===== config.mk =====
export PLATFORM = sky130hd
export DESIGN_NAME = drive_monitor_status_regs
export DESIGN_NICKNAME = d
export VERILOG_FILES = /design/src/core/monitor_bank_pkg.sv /design/src/core/drive_monitor_status_regs.sv
export SDC_FILE = /design/constraint.sdc
export NUM_CORES = 1
export LEC_CHECK = 0
export ABC_AREA = 1
export BUFFER_PORTS_ARGS = -buffer_cell sky130_fd_sc_hd__buf_4
export CAP_MARGIN = 20
export CELL_PAD_IN_SITES_DETAIL_PLACEMENT = 1
export CELL_PAD_IN_SITES_GLOBAL_PLACEMENT = 1
export CORE_MARGIN = 2
export CORE_UTILIZATION = 29
export CTS_CLUSTER_DIAMETER = 60
export CTS_CLUSTER_SIZE = 30
export DETAILED_ROUTE_END_ITERATION = 12
export HOLD_SLACK_MARGIN = 0.12
export PLACE_DENSITY = 0.84
export RECOVER_POWER = 25
export SLEW_MARGIN = 40
export SYNTH_ARGS = -nofsm -noshare
export SYNTH_HDL_FRONTEND = slang
export SYNTH_SLANG_ARGS = --single-unit

===== constraint.sdc =====
create_clock -name sys_clk_in -period 1.2 [get_ports sys_clk_in]
set_clock_uncertainty 0.15 [all_clocks]
set_input_delay 0.06 -clock sys_clk_in [delete_from_list [all_inputs] [get_ports sys_clk_in]]
set_output_delay 0.06 -clock sys_clk_in [all_outputs]
set_load 0.03 [all_outputs]

===== src/core/monitor_bank_pkg.sv =====
// Package for the drive monitor register bank.
// Holds register numbers, bit positions and the status carrier type.
package monitor_bank_pkg;

   localparam int unsigned ADDR_W = 16;
   localparam int unsigned DATA_W = 16;

   // Register numbers
   localparam logic [15:0] REG_SEQ_INPUT   = 16'h002B;
   localparam logic [15:0] REG_DRIVE_COND  = 16'h002C;
   localparam logic [15:0] REG_OUT_CONTACT = 16'h002D;
   localparam logic [15:0] REG_DC_BUS      = 16'h0031;
   localparam logic [15:0] REG_LOOP_FB     = 16'h0038;
   localparam logic [15:0] REG_LOOP_A      = 16'h0039;
   localparam logic [15:0] REG_LOOP_B      = 16'h003A;
   localparam logic [15:0] REG_CPU_SW      = 16'h003B;
   localparam logic [15:0] REG_FLASH_SW    = 16'h003C;
   localparam logic [15:0] REG_LINK_ERR    = 16'h003D;
   localparam logic [15:0] REG_POWER_RATE  = 16'h003E;
   localparam logic [15:0] REG_CTRL_METHOD = 16'h003F;

   // Drive condition word bit positions
   localparam int unsigned COND_RUN        = 0;
   localparam int unsigned COND_ZERO_SPD   = 1;
   localparam int unsigned COND_FREQ_AGREE = 2;
   localparam int unsigned COND_DES_AGREE  = 3;
   localparam int unsigned COND_DET_LOW    = 4;
   localparam int unsigned COND_DET_HIGH   = 5;
   localparam int unsigned COND_READY      = 6;
   localparam int unsigned COND_LOW_VOLT   = 7;
   localparam int unsigned COND_BASEBLOCK  = 8;
   localparam int unsigned COND_REF_REMOTE = 9;
   localparam int unsigned COND_OVERTORQUE = 11;
   localparam int unsigned COND_REF_LOST   = 12;
   localparam int unsigned COND_RETRY      = 13;
   localparam int unsigned COND_ERROR      = 14;
   localparam int unsigned COND_TIMEOUT    = 15;

   // Link error detail bit positions
   localparam int unsigned LERR_CRC     = 0;
   localparam int unsigned LERR_LENGTH  = 1;
   localparam int unsigned LERR_PARITY  = 3;
   localparam int unsigned LERR_OVERRUN = 4;
   localparam int unsigned LERR_FRAMING = 5;
   localparam int unsigned LERR_TIMEOUT = 6;

   localparam int unsigned INPUT_COUNT   = 7;
   localparam int unsigned CONTACT_COUNT = 2;

   // Answer codes
   localparam logic [7:0] ANS_OK          = 8'h00;
   localparam logic [7:0] ANS_BAD_ADDR    = 8'h02;
   localparam logic [7:0] ANS_WRITE_MODE  = 8'h22;

   localparam logic [15:0] RESET_WORD = 16'h0000;

   // Drive state flags delivered by the drive core
   typedef struct packed {
      logic running;
      logic zero_speed;
      logic freq_agree;
      logic desired_agree;
      logic startup_done;
      logic low_voltage;
      logic baseblock;
      logic ref_not_link;
      logic overtorque;
      logic ref_lost;
      logic retrying;
      logic fault;
   } drive_flags_type;

   // Link error events, one-cycle pulses from the framer
   typedef struct packed {
      logic timeout;
      logic framing;
      logic overrun;
      logic parity;
      logic length;
      logic crc;
   } link_events_type;

   // Analogue measurements
   typedef struct packed {
      logic [15:0] out_freq;
      logic [15:0] freq_threshold;
      logic [15:0] dc_bus;
      logic [15:0] loop_feedback;
      logic [15:0] loop_level_a;
      logic [15:0] loop_level_b;
   } drive_values_type;

endpackage


===== src/core/drive_monitor_status_regs.sv =====
// Read-only monitor register bank of the drive, reached by register number.
// Assumes the framer decodes requests and presents one access per pulse.
// Functional notes
// RULE_01: Monitor registers are read-only, reads never alter state.
// RULE_02: Writes are refused with write-mode error code.
// RULE_03: Input terminals one to seven on bits 0-6.
// RULE_04: Unused bits always read as zero.
// RULE_05: Bit 0 running, bit 1 zero speed.
// RULE_06: Bit 2 reference agree, bit 3 desired agree.
// RULE_07: Bit 4 when output at or below threshold.
// RULE_08: Bit 5 when output at or above threshold.
// RULE_09: Bit 6 set once startup completes.
// RULE_10: Low-voltage flag set when detected.
// RULE_11: Bit 8 set while output is baseblocked.
// RULE_12: Reference source flag, zero means link.
// RULE_13: Bit B overtorque, bit C reference lost.
// RULE_14: Bit D set during automatic fault retry.
// RULE_15: Bit E any error, time-out included; code ORs only the fault flag and time-out.
// RULE_16: Bit F set on communication time-out.
// RULE_17: Output contacts on bits 0 and 1.
// RULE_18: DC bus voltage readable as register.
// RULE_19: Feedback level unsigned, ten counts per percent.
// RULE_20: Two loop levels signed, ten counts per percent.
// RULE_21: Link error detail bit layout fixed.
// RULE_22: Error reset accepted even while running.
`timescale 1ns/1ps
`default_nettype none
module drive_monitor_status_regs
   import monitor_bank_pkg::*;
#(
   // Arbitrary neutral software identifiers
   parameter logic [15:0] CPU_SW_NUMBER   = 16'h0001,
   parameter logic [15:0] FLASH_SW_NUMBER = 16'h0001
)
(
   // Clock and reset
   input  wire logic                 sys_clk_in,
   input  wire logic                 rstn_in,
   // Terminal pins
   input  wire logic [6:0]           input_terminal_in,
   input  wire logic [1:0]           output_contact_in,
   // Drive core state
   input  wire drive_flags_type      drive_flags_in,
   input  wire drive_values_type     drive_values_in,
   input  wire link_events_type      link_events_in,
   input  wire logic                 error_reset_in,
   input  wire logic [15:0]          power_rating_in,
   input  wire logic [15:0]          control_method_in,
   // Register access port
   input  wire logic                 req_valid_in,
   input  wire logic                 req_write_in,
   input  wire logic [ADDR_W-1:0]    req_addr_in,
   output logic                      ans_valid_out,
   output logic [DATA_W-1:0]         ans_data_out,
   output logic [7:0]                ans_code_out
);

   // Outcome of one register access
   typedef enum logic [1:0]
   {
      ACCESS_READ     = 2'b00,
      ACCESS_REFUSED  = 2'b01,
      ACCESS_UNMAPPED = 2'b10
   } access_kind_type;

   logic [6:0]       term_meta_q;
   logic [6:0]       term_sync_q;
   logic [1:0]       cont_meta_q;
   logic [1:0]       cont_sync_q;
   logic [5:0]       link_err_q;
   logic [5:0]       link_event_vec;
   logic [15:0]      cond_word;
   logic [15:0]      seq_word;
   logic [15:0]      contact_word;
   logic [15:0]      link_word;
   logic [15:0]      read_word;
   logic             addr_hit;
   logic             any_error;
   access_kind_type  access_kind;

   function automatic logic is_mapped(input logic [15:0] addr);
      case (addr)
         REG_SEQ_INPUT, REG_DRIVE_COND, REG_OUT_CONTACT, REG_DC_BUS,
         REG_LOOP_FB, REG_LOOP_A, REG_LOOP_B, REG_CPU_SW, REG_FLASH_SW,
         REG_LINK_ERR, REG_POWER_RATE, REG_CTRL_METHOD:
            is_mapped = 1'b1;
         default:
            is_mapped = 1'b0;
      endcase
   endfunction

   // Pins come from outside the clock domain; two flops per bit
   for (genvar t = 0; t < INPUT_COUNT; t++)
   begin : g_term_sync
      always_ff @(posedge sys_clk_in or negedge rstn_in)
      begin
         if (!rstn_in)
         begin
            term_meta_q[t] <= 1'h0;
            term_sync_q[t] <= 1'h0;
         end
         else
         begin
            term_meta_q[t] <= input_terminal_in[t];
            term_sync_q[t] <= term_meta_q[t];
         end
      end
   end

   for (genvar k = 0; k < CONTACT_COUNT; k++)
   begin : g_cont_sync
      always_ff @(posedge sys_clk_in or negedge rstn_in)
      begin
         if (!rstn_in)
         begin
            cont_meta_q[k] <= 1'h0;
            cont_sync_q[k] <= 1'h0;
         end
         else
         begin
            cont_meta_q[k] <= output_contact_in[k];
            cont_sync_q[k] <= cont_meta_q[k];
         end
      end
   end

   // Event vector: crc in bit 0 up to time-out in bit 5
   assign link_event_vec = link_events_in;

   // Sticky link errors; a new event wins over the error reset so no error is lost
   for (genvar e = 0; e < $bits(link_events_type); e++)
   begin : g_sticky
      always_ff @(posedge sys_clk_in or negedge rstn_in)
      begin
         if (!rstn_in)
         begin
            link_err_q[e] <= 1'h0;
         end
         else if (link_event_vec[e])
         begin
            link_err_q[e] <= 1'h1;
         end
         else if (error_reset_in) // RULE_22
         begin
            link_err_q[e] <= 1'h0;
         end
      end
   end

   assign any_error = drive_flags_in.fault | link_err_q[5]; // RULE_15

   always_comb
   begin
      cond_word                  = RESET_WORD;
      cond_word[COND_RUN]        = drive_flags_in.running; // RULE_05
      cond_word[COND_ZERO_SPD]   = drive_flags_in.zero_speed; // RULE_05
      cond_word[COND_FREQ_AGREE] = drive_flags_in.freq_agree; // RULE_06
      cond_word[COND_DES_AGREE]  = drive_flags_in.desired_agree; // RULE_06
      cond_word[COND_DET_LOW]    = drive_values_in.out_freq <= drive_values_in.freq_threshold; // RULE_07
      cond_word[COND_DET_HIGH]   = drive_values_in.out_freq >= drive_values_in.freq_threshold; // RULE_08
      cond_word[COND_READY]      = drive_flags_in.startup_done; // RULE_09
      cond_word[COND_LOW_VOLT]   = drive_flags_in.low_voltage; // RULE_10
      cond_word[COND_BASEBLOCK]  = drive_flags_in.baseblock; // RULE_11
      cond_word[COND_REF_REMOTE] = drive_flags_in.ref_not_link; // RULE_12
      cond_word[COND_OVERTORQUE] = drive_flags_in.overtorque; // RULE_13
      cond_word[COND_REF_LOST]   = drive_flags_in.ref_lost; // RULE_13
      cond_word[COND_RETRY]      = drive_flags_in.retrying; // RULE_14
      cond_word[COND_ERROR]      = any_error; // RULE_15
      cond_word[COND_TIMEOUT]    = link_err_q[5]; // RULE_16
   end

   // Bits above the seventh terminal stay zero
   always_comb
   begin
      seq_word                  = RESET_WORD; // RULE_04
      seq_word[INPUT_COUNT-1:0] = term_sync_q; // RULE_03
   end

   always_comb
   begin
      contact_word                    = RESET_WORD; // RULE_04
      contact_word[CONTACT_COUNT-1:0] = cont_sync_q; // RULE_17
   end

   // Bit 2 and the upper byte are never set
   always_comb
   begin
      link_word               = RESET_WORD; // RULE_04
      link_word[LERR_CRC]     = link_err_q[0]; // RULE_21
      link_word[LERR_LENGTH]  = link_err_q[1];
      link_word[LERR_PARITY]  = link_err_q[2];
      link_word[LERR_OVERRUN] = link_err_q[3];
      link_word[LERR_FRAMING] = link_err_q[4];
      link_word[LERR_TIMEOUT] = link_err_q[5];
   end

   // Pure read mux; nothing here touches stored state
   always_comb
   begin
      read_word = RESET_WORD;
      case (req_addr_in)
         REG_SEQ_INPUT:   read_word = seq_word;
         REG_DRIVE_COND:  read_word = cond_word;
         REG_OUT_CONTACT: read_word = contact_word;
         REG_DC_BUS:      read_word = drive_values_in.dc_bus; // RULE_18
         REG_LOOP_FB:     read_word = drive_values_in.loop_feedback; // RULE_19
         REG_LOOP_A:      read_word = drive_values_in.loop_level_a; // RULE_20
         REG_LOOP_B:      read_word = drive_values_in.loop_level_b; // RULE_20
         REG_CPU_SW:      read_word = CPU_SW_NUMBER;
         REG_FLASH_SW:    read_word = FLASH_SW_NUMBER;
         REG_LINK_ERR:    read_word = link_word;
         REG_POWER_RATE:  read_word = power_rating_in;
         REG_CTRL_METHOD: read_word = control_method_in;
         default:         read_word = RESET_WORD; // RULE_04
      endcase
   end

   assign addr_hit = is_mapped(req_addr_in);

   // Unmapped wins over write, so a write to a hole reports a bad address
   always_comb
   begin
      if (!addr_hit)
      begin
         access_kind = ACCESS_UNMAPPED;
      end
      else if (req_write_in)
      begin
         access_kind = ACCESS_REFUSED; // RULE_02
      end
      else
      begin
         access_kind = ACCESS_READ;
      end
   end

   // Answer strobe follows each request by one cycle
   always_ff @(posedge sys_clk_in or negedge rstn_in)
   begin
      if (!rstn_in)
      begin
         ans_valid_out <= 1'h0;
      end
      else
      begin
         ans_valid_out <= req_valid_in;
      end
   end

   // Data holds until the next answer; refused accesses return zero
   always_ff @(posedge sys_clk_in or negedge rstn_in)
   begin
      if (!rstn_in)
      begin
         ans_data_out <= RESET_WORD;
      end
      else if (req_valid_in)
      begin
         case (access_kind)
            ACCESS_READ:
            begin
               ans_data_out <= read_word; // RULE_01
            end
            default:
            begin
               ans_data_out <= RESET_WORD; // RULE_01
            end
         endcase
      end
   end

   always_ff @(posedge sys_clk_in or negedge rstn_in)
   begin
      if (!rstn_in)
      begin
         ans_code_out <= ANS_OK;
      end
      else if (req_valid_in)
      begin
         case (access_kind)
            ACCESS_READ:     ans_code_out <= ANS_OK;
            ACCESS_REFUSED:  ans_code_out <= ANS_WRITE_MODE; // RULE_02
            ACCESS_UNMAPPED: ans_code_out <= ANS_BAD_ADDR;
            default:         ans_code_out <= ANS_BAD_ADDR;
         endcase
      end
   end

endmodule
`default_nettype wire


==> results of run 1 <==
[final timing paths]
kind | from | end | slack (ps) | depth (start not counted)
worst max register to register | cond_word[15] | ans_data_out[6] | -190 | 6
worst min-delay path | drive_values_in[4] | ans_data_out[4] | 100 | 7
worst max-delay path | req_addr_in[6] | ans_data_out[0] | -320 | 12
worst min register to register | term_meta_q[0] | seq_word[0] | 200 | 0
max in group asynchronous | rstn_in | ans_valid_out | 330 | 2
min in group asynchronous | rstn_in | ans_data_out[12] | 180 | 2
[state kept, by name, summed over array words and instances, names as in the netlist]
| name | cells |
|---|---|
| link_err_q | 5 |
| ans_code_out | 2 |
| seq_word | 7 |
| cont_meta_q | 2 |
| cond_word | 1 |
| ans_data_out | 16 |
| ans_valid_out | 1 |
| cont_sync_q | 2 |
| term_meta_q | 7 |
[cells in the final DEF (no fill, tap or decap), drive strengths merged]
cell type	n
buf	241
nand2	174
nand3	109
nor2	69
inv	53
dlygate4sd3	50
dfrtp	43
clkbuf	22
ha	16
nand4	15
o21bai	7
conb	6
o21ai	6
a21oi	6
nand3b	3
clkinv	3
diode	1
nor2b	1
and2	1
o2111ai	1
nor3b	1
clkinvlp	1
[metal layers]
layer / GRT usage / vias to the layer above
met5: 0 / -
met4: 0.134 / 0
met3: 0.0400 / 129
met2: 0.536 / 350
met1: 0.339 / 2677
li1: - / 2305
[cell families (layout without fill, tap and decap cells)]
family / after synthesis / count (layout) / share of synthesized area
and+or+nand+nor: 372 / 373 / 0.480
buffers and inverters: 83 / 370 / 0.108
DFF: 43 / 43 / 0.317
AOI/OAI and AO/OA: 20 / 20 / 0.0357
adders and majority gates: 16 / 16 / 0.0590
other: 1 / 7 / 0.00110
[power by group through the flow]
stage | Combinational, mW | Clock, mW | Sequential, mW
after floorplan | 0.244 | 0 | 1.54
after CTS | 1.00 | 1.44 | 1.51
final | 1.24 | 1.48 | 1.52
after global routing | 1.31 | 1.58 | 1.52
after detailed placement | 0.831 | 0 | 1.54
after global placement | 0.799 | 0 | 1.54
[layout make-up]
type	instances	area, sq um
timing repair buffer	306	2770
antenna	1	2.50
inverter	55	224
clock buffer	7	153
fill	1384	4320
tap	143	179
timing repair inverter	1	8.76
clock inverter	1	7.51
multi-input combinational	415	2680
sequential	43	1080
[stage by stage]
| stage | instance area [sq um] | setup slack, ps | total power, mW | std cells | TNS [ps] |
|---|---|---|---|---|---|
| floorplan | 3530 | -161 | 1.78 | 540 | -2670 |
| global placement | 5330 | -482 | 2.34 | 888 | -7790 |
| detailed placement | 5330 | -565 | 2.37 | 888 | -9170 |
| CTS | 6260 | -164 | 3.96 | 952 | -2150 |
| global route | 7090 | -382 | 4.41 | 972 | -5740 |
| finish | 7090 | -317 | 4.24 | 972 | -4880 |
[worst max-delay path, delay by kind of cell]
kind | cells | cell delay [ps]
simple gates | 9 | 1180
buf+inv | 3 | 360
[repair_timing]
item	in CTS	in global routing
endpoints found under the setup margin	18	18
endpoints found under the hold margin	76	2
pin swaps	10	57
gates resized for setup	50	137
setup buffers	2	12
gates cloned	4	8
==> metrics, run 1 <==
fin crit share 1.26; Switching Share 0.278; Max FO, Critical Path 4; CP Data Required Time 1280 ps; WL/cell 24.7 um; Syn Inst Count 535; critical path arrival 1590 ps; # hold bufs at CTS 50; core area 11400 sq um; DRT Wirelength 24000 um; first-pass GRT wire length 29200 um; Die Span Y 112 um; flops & latches, synth 43; Worst-Margin Slew 555 ps; combinational share of power 0.291; post-synthesis cell area 3400 sq um; Max Slew Vio Count 0; VDD IR max 1080 uV; Worst path max stage delay 260 ps; latest clock arrival within the worst-skew pair 290 ps; IO Port Bufs 194; Longest Clk Path Bufs 2; area leader, netlist dfrtp_1; area grow syn2layout 109%; CTS HTree Levels 2; P_sw 1.18 mW; met3 routed WL 1550 um; WS Path Type in -> reg; nets 1019; CTS sink count 43; largest net degree at the start of global routing 44; status finished with violations; total CTS buffers 5; count leader, synth nand2_1; Area contributors post-synth dfrtp_1 (32%), nand2_1 (19%), nand3_1 (16%); via count 5461; CTS tree yes; sequential share of power 0.359; routed length on met2 12300 um; Leak 3.64 nW; PnR worst setup slack -317 ps; Finish-stage setup viols 18; drt drc 0; Clock power frac 0.349; ys async rst share 1.00; die width 112 um; failing checks negative setup slack; Worst Setup End Kind register; RSZ-0062 raised after global routing yes; Slew Limit Headroom 0.630; Max Fclk 659 MHz; layout cells sized above 1 0.504; worst path cell trace buf_6 > nor2_4 > nand3_2 > nor2_2 > nand2_2 > buf_4 > buf_4 > nand3_1 > nor2_2 > nand3_2 > nand3_1 > nand2_1; top_reg_cell synth dfrtp_1; number of max-cap violations 0; YS warnings 0; WHS 99.2 ps; post-detail-place hpwl 12000 um; Initial Utilization 0.297; number of enable flip-flop cells after synthesis 0; remaining antenna violation count 0; Root Buffer clkbuf_16; initial antenna violation count 1; grt total ovfl 0; internal power 3.06 mW; synthesized area per cell 6.35 sq um; Final Critical Period 1520 ps; post-layout util 0.621; Min-Delay Path Class in -> reg; crit path max-delay cell type nand3_2; row count 39; Die ar. 12600 sq um; via/cell ratio 5.62; Netlist cell types 25; Top Layer Used met4; met1 WL 8690 um; CTS clk-pin slew, worst paths 70 ps; initial detailed-routing violation count 458; post-synthesis sequential area ratio 0.317; Worst setup SP type input port; gpl congestion 0.950; Hold Violations, Final 0; pwr/cell area 598 nW/um^2; post-synth top area share 0.317; GRT Total Usage 0.293; top cells by count, synth nand2_1 (173), nand3_1 (107), nor2_1 (58); number of global-route vias before repair 5566; IO Pins 201; drt first pass iters 5
Power figures use the tool's default switching activity.
==> run 2: changes to the inputs <==
--- a/config.mk
+++ b/config.mk
@@ -5,18 +5,17 @@
 export SDC_FILE = /design/constraint.sdc
 export NUM_CORES = 1
 export LEC_CHECK = 0
-export ABC_AREA = 1
 export BUFFER_PORTS_ARGS = -buffer_cell sky130_fd_sc_hd__buf_4
 export CAP_MARGIN = 20
 export CELL_PAD_IN_SITES_DETAIL_PLACEMENT = 1
 export CELL_PAD_IN_SITES_GLOBAL_PLACEMENT = 1
 export CORE_MARGIN = 2
-export CORE_UTILIZATION = 29
+export CORE_UTILIZATION = 28
 export CTS_CLUSTER_DIAMETER = 60
 export CTS_CLUSTER_SIZE = 30
 export DETAILED_ROUTE_END_ITERATION = 12
 export HOLD_SLACK_MARGIN = 0.12
-export PLACE_DENSITY = 0.84
+export PLACE_DENSITY = 0.82
 export RECOVER_POWER = 25
 export SLEW_MARGIN = 40
 export SYNTH_ARGS = -nofsm -noshare
==> run 2 against run 1 <==
Against the previous run: the flow finishes with violations (negative hold slack, negative setup slack); critical endpoint is now ans_data_out[6]; setup slack worse by 96 ps; die area is 16% lower; routed wire length is 40% lower; critical path depth is 3 lower; flip-flop and latch count stayed put; cell count is 28% lower; sequential share of layout area is 4.6 points higher.
==> metrics, run 2 <==
ANT cells 0 (was 1); VDD IR max 697 uV (was 1080 uV); die width 103 um (was 112 um); gpl congestion 0.879 (was 0.950); Max Slew Vio Count 0 (unchanged); count leader, synth dfrtp_1 (was nand2_1); WL/cell 20.7 um (was 24.7 um); Syn Inst Count 270 (was 535); Worst-Margin Slew 612 ps (was 555 ps); Design Power 3.74 mW (was 4.24 mW); Leak 2.72 nW (was 3.64 nW); drt first pass iters 7 (was 5); pwr/cell area 686 nW/um^2 (was 598 nW/um^2); Die Span Y 103 um (was 112 um); buffers plus inverters on the worst setup path 3 (unchanged); number of global-route vias before repair 4090 (was 5566); Max Fclk 620 MHz (was 659 MHz); top_reg_cell synth dfrtp_1 (unchanged); Synth Area in XOR/XNOR 0 (unchanged); most frequent cells in the layout buf_4 (242), dfrtp_1 (43), dlygate4sd3_1 (38) (was buf_4 (213), nand2_1 (131), nand3_1 (74)); number of enable flip-flop cells after synthesis 0 (unchanged); layout cells sized above 1 0.515 (was 0.504); Post-Synth Simple-Gate Area 0.153 (was 0.480); remaining antenna violation count 0 (unchanged); number of flip-flops in the largest register 16 (unchanged); cell repeated most along the worst path buf_6; Max FO, Critical Path 6 (was 4); top cells by count, synth dfrtp_1 (43), a222oi_1 (22), a21o_1 (20), a22oi_1 (20), inv_1 (19) (was nand2_1 (173), nand3_1 (107), nor2_1 (58)); flops & latches, synth 43 (unchanged); R2R Path Start cond_word[15] (unchanged); RSZ-0062 raised after global routing yes (unchanged); CP Launch Point req_addr_in[9] (was req_addr_in[6]); initial detailed-routing violation count 279 (was 458); post-synthesis cell area 2730 sq um (was 3400 sq um); via/cell ratio 5.24 (was 5.62); via count 3656 (was 5461); crit path max-delay cell type nor4b_4 (was nand3_2); WHS -1.54 ps (was 99.2 ps); post-detail-place hpwl 10500 um (was 12000 um); Netlist cell types 45 (was 25); area leader, netlist dfrtp_1 (unchanged); CTS sink count 43 (unchanged); total CTS buffers 5 (unchanged); min-delay src drive_values_in[48] (was drive_values_in[4]); drt drc 0 (unchanged); IO Pins 201 (unchanged); largest net degree at the start of global routing 23 (was 44); number of max-cap violations 0 (unchanged); CTS clk-pin slew, worst paths 90 ps (was 70 ps); fin crit share 1.34 (was 1.26); Largest Register ans_data_out (unchanged); status finished with violations (unchanged); post-synthesis sequential area ratio 0.394 (was 0.317); crit-path leading delay family simple AND/OR/NAND/NOR gates (unchanged); Worst Setup End Kind register (unchanged); WS Path Type in -> reg (unchanged); Finish-stage setup viols 17 (was 18); first-pass GRT wire length 21300 um (was 29200 um); fraction of the mapped netlist area in adder cells 0.0734 (was 0.0590); latest clock arrival within the worst-skew pair 300 ps (was 290 ps); Worst R2R Path Depth 4 (was 6); GRT Total Usage 0.268 (was 0.293); initial antenna violation count 0 (was 1); Hold Violations, Final 2 (was 0); synthesized area per cell 10.1 sq um (was 6.35 sq um); Synth Area in Compound Gates 0.296 (was 0.0357); YS warnings 0 (unchanged); commonest non-fill, non-tap cell in the layout buf_4 (unchanged); CP Data Required Time 1300 ps (was 1280 ps); DRT Wirelength 14500 um (was 24000 um); IO Port Bufs 194 (unchanged); core area 9590 sq um (was 11400 sq um); worst path cell trace buf_6 > nor4b_4 > nand3_2 > buf_6 > nor4_4 > buf_6 > a222oi_1 > a31oi_1 > a21o_1 (was buf_6 > nor2_4 > nand3_2 > nor2_2 > nand2_2 > buf_4 > buf_4 > nand3_1 > nor2_2 > nand3_2 > nand3_1 > nand2_1); Final Critical Period 1610 ps (was 1520 ps); Area contributors post-synth dfrtp_1 (39%), a222oi_1 (8.1%), ha_1 (7.3%) (was dfrtp_1 (32%), nand2_1 (19%), nand3_1 (16%)); Multi-input gate area 1560 sq um (was 2680 sq um); Worst Hold Depth 4 (was 7); failing checks negative hold slack, negative setup slack (was negative setup slack); nets 756 (was 1019); Worst path max stage delay 310 ps (was 260 ps); Levels on crit path 9 (was 12); area grow syn2layout 100% (was 109%); CTS HTree Levels 2 (unchanged); Die ar. 10500 sq um (was 12600 sq um); PnR worst setup slack -413 ps (was -317 ps); Longest Clk Path Bufs 2 (unchanged); fill cell count 1128 (was 1384); Root Buffer clkbuf_8 (was clkbuf_16); Min-Delay Path Class in -> reg (unchanged); Initial Utilization 0.284 (was 0.297); Register Area 1080 sq um (unchanged); Worst setup SP type input port (unchanged); largest family of logic cells by synthesized area compound AO/OA/AOI/OAI gates (was simple AND/OR/NAND/NOR gates); CTS tree yes (unchanged); post-synthesis mux area share 0.0110 (was 0); grt total ovfl 0 (unchanged); critical path arrival 1710 ps (was 1590 ps); ys async rst share 1.00 (unchanged); post-synth top area share 0.394 (was 0.317); row count 36 (was 39); Slew Limit Headroom 0.592 (was 0.630); post-layout util 0.569 (was 0.621)
-- run 2: changes by cell type after synthesis, moves of 20 or more --
cell	previous run	this run
a21o_1	0	20
nor2_1	58	5
a22oi_1	0	20
nand3_1	107	4
inv_1	48	19
nand2_1	173	10
a222oi_1	0	22
-- run 2: stage by stage --
| stage | setup slack, ps | instances | TNS [ps] | hold WS (ps) | instance area (sq um) |
|---|---|---|---|---|---|
| final | -413 | 698 | -5940 | -1.54 | 5460 |
| after global routing | -530 | 698 | -7770 | 15.0 | 5460 |
| after CTS | -397 | 696 | -6000 | -3.49 | 5410 |
| after detailed placement | -891 | 641 | -12710 | -169 | 4700 |
| after global placement | -830 | 641 | -12280 | -178 | 4700 |
| after floorplan | -616 | 275 | -9370 | -386 | 2760 |
-- run 2: cell type report --
cell class / count / area share
Sequential cell: 43 / 0.197
Multi-Input combinational cell: 193 / 0.287
Timing Repair Buffer: 301 / 0.450
Tap cell: 133 / 0.0305
Clock buffer: 6 / 0.0151
Inverter: 20 / 0.0138
Clock inverter: 2 / 0.00642
-- run 2: where the power goes --
part,internal [mW],switching [mW]
logic,0.617,0.384
clock network,0.675,0.550
registers,1.49,0.0218
total,2.79,0.956
-- run 2: what timing repair did --
item	CTS	global route
endpoints found under the hold margin	76	34
gates cloned	1	0
pin swaps	18	8
hold buffers	37	1
endpoints found under the setup margin	18	19
gates resized for setup	30	7
buffers inserted	11	2
-- run 2: tightest hold or removal path, stage by stage --
cell and delay (ps):
buf_4 80, a221oi_1 60, a31oi_1 130, a21o_1 100
-- run 2: routing by layer --
metal  global-route usage  wire length [um]
met5                    0                 0
met1                0.295              5230
met3               0.0549              1080
met4               0.0933               397
met2                0.509              7770
-- run 2: logic make-up (layout without fill, tap and decap cells) --
| kind of cell | count (synthesis) | in the layout |
|---|---|---|
| other | 1 | 6 |
| adders and majority gates | 16 | 16 |
| DFF | 43 | 43 |
| AOI/OAI and AO/OA | 105 | 105 |
| and+or+nand+nor | 63 | 63 |
| muxes | 3 | 3 |
| buffers and inverters | 39 | 329 |
-- run 2: final timing paths --
kind / slack [ps] / end
setup / recovery: -410 / ans_data_out[6]
max in group asynchronous: 170 / ans_data_out[7]
setup reg to reg: -410 / ans_data_out[14]
hold / removal: -2 / ans_data_out[0]
hold reg to reg: 200 / seq_word[2]
min in group asynchronous: 180 / ans_data_out[1]
==> run 3: changes to the inputs <==
--- a/config.mk
+++ b/config.mk
@@ -15,6 +15,7 @@
 export CTS_CLUSTER_SIZE = 30
 export DETAILED_ROUTE_END_ITERATION = 12
 export HOLD_SLACK_MARGIN = 0.12
+export MAX_ROUTING_LAYER = met4
 export PLACE_DENSITY = 0.82
 export RECOVER_POWER = 25
 export SLEW_MARGIN = 40
==> run 3 against run 2 <==
Against the previous run: cell count is 0.72% higher; the flow finishes with violations (negative setup slack); critical path depth is 4 lower; highest routed layer unchanged; largest power group unchanged; count of clock-buffer cells in the layout down 1; routed wire length up 0.79%; utilization is 0.26 points higher; setup slack improved by 1.8 ps; global-route usage up 0.68 points.
==> metrics, run 3 (synthesis results as in run 2) <==
gpl congestion 0.849 (was 0.879); Worst setup SP type register (was input port); Longest Clk Path Bufs 2 (unchanged); Largest Register ans_data_out (unchanged); latest clock arrival within the worst-skew pair 290 ps (was 300 ps); crit path max-delay cell type dfrtp_1 (was nor4b_4); RSZ-0062 raised after global routing yes (unchanged); crit-path leading delay family compound AO/OA/AOI/OAI gates (was simple AND/OR/NAND/NOR gates); min-delay src drive_values_in[58] (was drive_values_in[48]); most frequent cells in the layout buf_4 (241), dlygate4sd3_1 (50), dfrtp_1 (43) (was buf_4 (242), dfrtp_1 (43), dlygate4sd3_1 (38)); DRT Wirelength 14600 um (was 14500 um); flop2flop setup slack -410 ps (about the same); nets 761 (was 756); Worst-Margin Slew 626 ps (was 612 ps); remaining antenna violation count 0 (unchanged); Leak 2.72 nW (about the same); ANT cells 0 (unchanged); via/cell ratio 5.28 (was 5.24); Max Fclk 621 MHz (was 620 MHz); Final Critical Period 1610 ps (about the same); CTS sink count 43 (unchanged); initial antenna violation count 0 (unchanged); Worst Setup End Kind register (unchanged); R2R Path Start seq_word[1] (was cond_word[15]); CTS HTree Levels 2 (unchanged); status finished with violations (unchanged); core area 9590 sq um (unchanged); drt drc 0 (unchanged); first-pass GRT wire length 21000 um (was 21300 um); Worst R2R Path Depth 5 (was 4); area grow syn2layout 101% (was 100%); Hold Path End ans_data_out[10] (was ans_data_out[0]); Slew Limit Headroom 0.583 (was 0.592); critical path arrival 1650 ps (was 1710 ps); CP Data Required Time 1240 ps (was 1300 ps); number of max-cap violations 0 (unchanged); grt total ovfl 0 (unchanged); Initial Utilization 0.284 (unchanged); commonest non-fill, non-tap cell in the layout buf_4 (unchanged); CTS clk-pin slew, worst paths 90 ps (about the same); drt first pass iters 6 (was 7); Die ar. 10500 sq um (unchanged); VDD IR max 508 uV (was 697 uV); layout cells sized above 1 0.498 (was 0.515); post-detail-place hpwl 10700 um (was 10500 um); largest net degree at the start of global routing 24 (was 23); pwr/cell area 680 nW/um^2 (was 686 nW/um^2); PnR worst setup slack -411 ps (was -413 ps); Min-Delay Path Class in -> reg (unchanged); Finish-stage setup viols 17 (unchanged); worst path cell trace a22oi_1 > nor3_1 > a221oi_1 > a31oi_1 > a21o_1 (was buf_6 > nor4b_4 > nand3_2 > buf_6 > nor4_4 > buf_6 > a222oi_1 > a31oi_1 > a21o_1); via count 3715 (was 3656); initial detailed-routing violation count 272 (was 279); Hold Violations, Final 0 (was 2); Worst Hold Depth 4 (unchanged); Max FO, Critical Path 1 (was 6); Worst path max stage delay 390 ps (was 310 ps); die width 103 um (unchanged); total CTS buffers 5 (unchanged); row count 36 (unchanged); RR Endpoint ans_data_out[1] (was ans_data_out[14]); Register Area 1080 sq um (unchanged); number of flip-flops in the largest register 16 (unchanged); Die Span Y 103 um (unchanged); fill cell count 1087 (was 1128); buffers plus inverters on the worst setup path 0 (was 3); IO Pins 201 (unchanged); Max Slew Vio Count 0 (unchanged); WS Path Type reg -> reg (was in -> reg); Root Buffer clkbuf_8 (unchanged); DP Worst Slack -819 ps (was -891 ps); GRT Total Usage 0.275 (was 0.268); number of global-route vias before repair 4050 (was 4090); Multi-input gate area 1560 sq um (about the same); WL/cell 20.8 um (was 20.7 um); CTS tree yes (unchanged); IO Port Bufs 194 (unchanged); WHS 27.4 ps (was -1.54 ps); fin crit share 1.34 (about the same); failing checks negative setup slack (was negative hold slack, negative setup slack)
-- run 3: changes by cell type in the layout (fill, tap and decap cells not counted), moves of 2 or more --
| cell | before | now |
|---|---|---|
| dlygate4sd3_1 | 38 | 50 |
| a31oi_1 | 10 | 12 |
| a221oi_2 | 1 | 3 |
| a221oi_1 | 5 | 3 |
| buf_6 | 17 | 12 |
-- run 3: worst reg2reg max path: cells and delay by family (launching register included) --
family,cells,cell delay [ps]
simple gates,1,90
flops,1,390
compound gates,4,880
-- run 3: worst max path at each step --
stage                         start          endpoint  slack (ps)  depth (start not counted)
floorplan            req_addr_in[7]   ans_data_out[1]        -620                          7
global placement    req_addr_in[13]  ans_data_out[12]        -750                          9
detailed placement   req_addr_in[1]   ans_data_out[4]        -820                          8
CTS                  req_addr_in[7]   ans_data_out[9]        -400                          7
global route        req_addr_in[13]   ans_data_out[6]        -490                          9
finish                  seq_word[1]   ans_data_out[1]        -410                          5
-- run 3: power breakdown --
part / total (mW) / switching [mW] / internal [mW]
clock: 1.15 / 0.527 / 0.620
sequential: 1.51 / 0.0203 / 1.49
combinational: 1.06 / 0.410 / 0.655
-- run 3: repair_timing --
action / in CTS / in global routing
setup endpoints to repair: 17 / 19
setup buffers: 1 / 1
resized for setup: 21 / 9
hold buffers: 44 / 6
hold endpoints to repair: 77 / 35
pin swaps: 8 / 3
-- run 3: through the flow --
stage / TNS [ps] / cell area [sq um] / utilization / std cells / power (mW)
after CTS: -6190 / 5390 / 0.562 / 697 / 3.71
after detailed placement: -12960 / 4740 / 0.494 / 644 / 2.42
after floorplan: -9370 / 2760 / - / 275 / 1.77
after global routing: -7210 / 5480 / 0.571 / 703 / 3.89
final: -6080 / 5480 / 0.571 / 703 / 3.73
after global placement: -12170 / 4740 / 0.494 / 644 / 2.38
-- run 3: per-layer routing --
layer,vias to the layer above,track usage,routed length (um)
li1,1663,-,-
met3,37,0.0488,926
met1,1824,0.284,5250
met5,-,-,0
met4,0,0.0995,423
met2,191,0.518,7990
-- run 3: area by class of cell --
type                    instances  area share
flip-flops and latches         43       0.196
clock inverters                 3     0.00799
well taps                     133      0.0304
inverters                      20      0.0137
multi-input cells             193       0.285
clock buffers                   5      0.0126
repair buffers                306       0.454
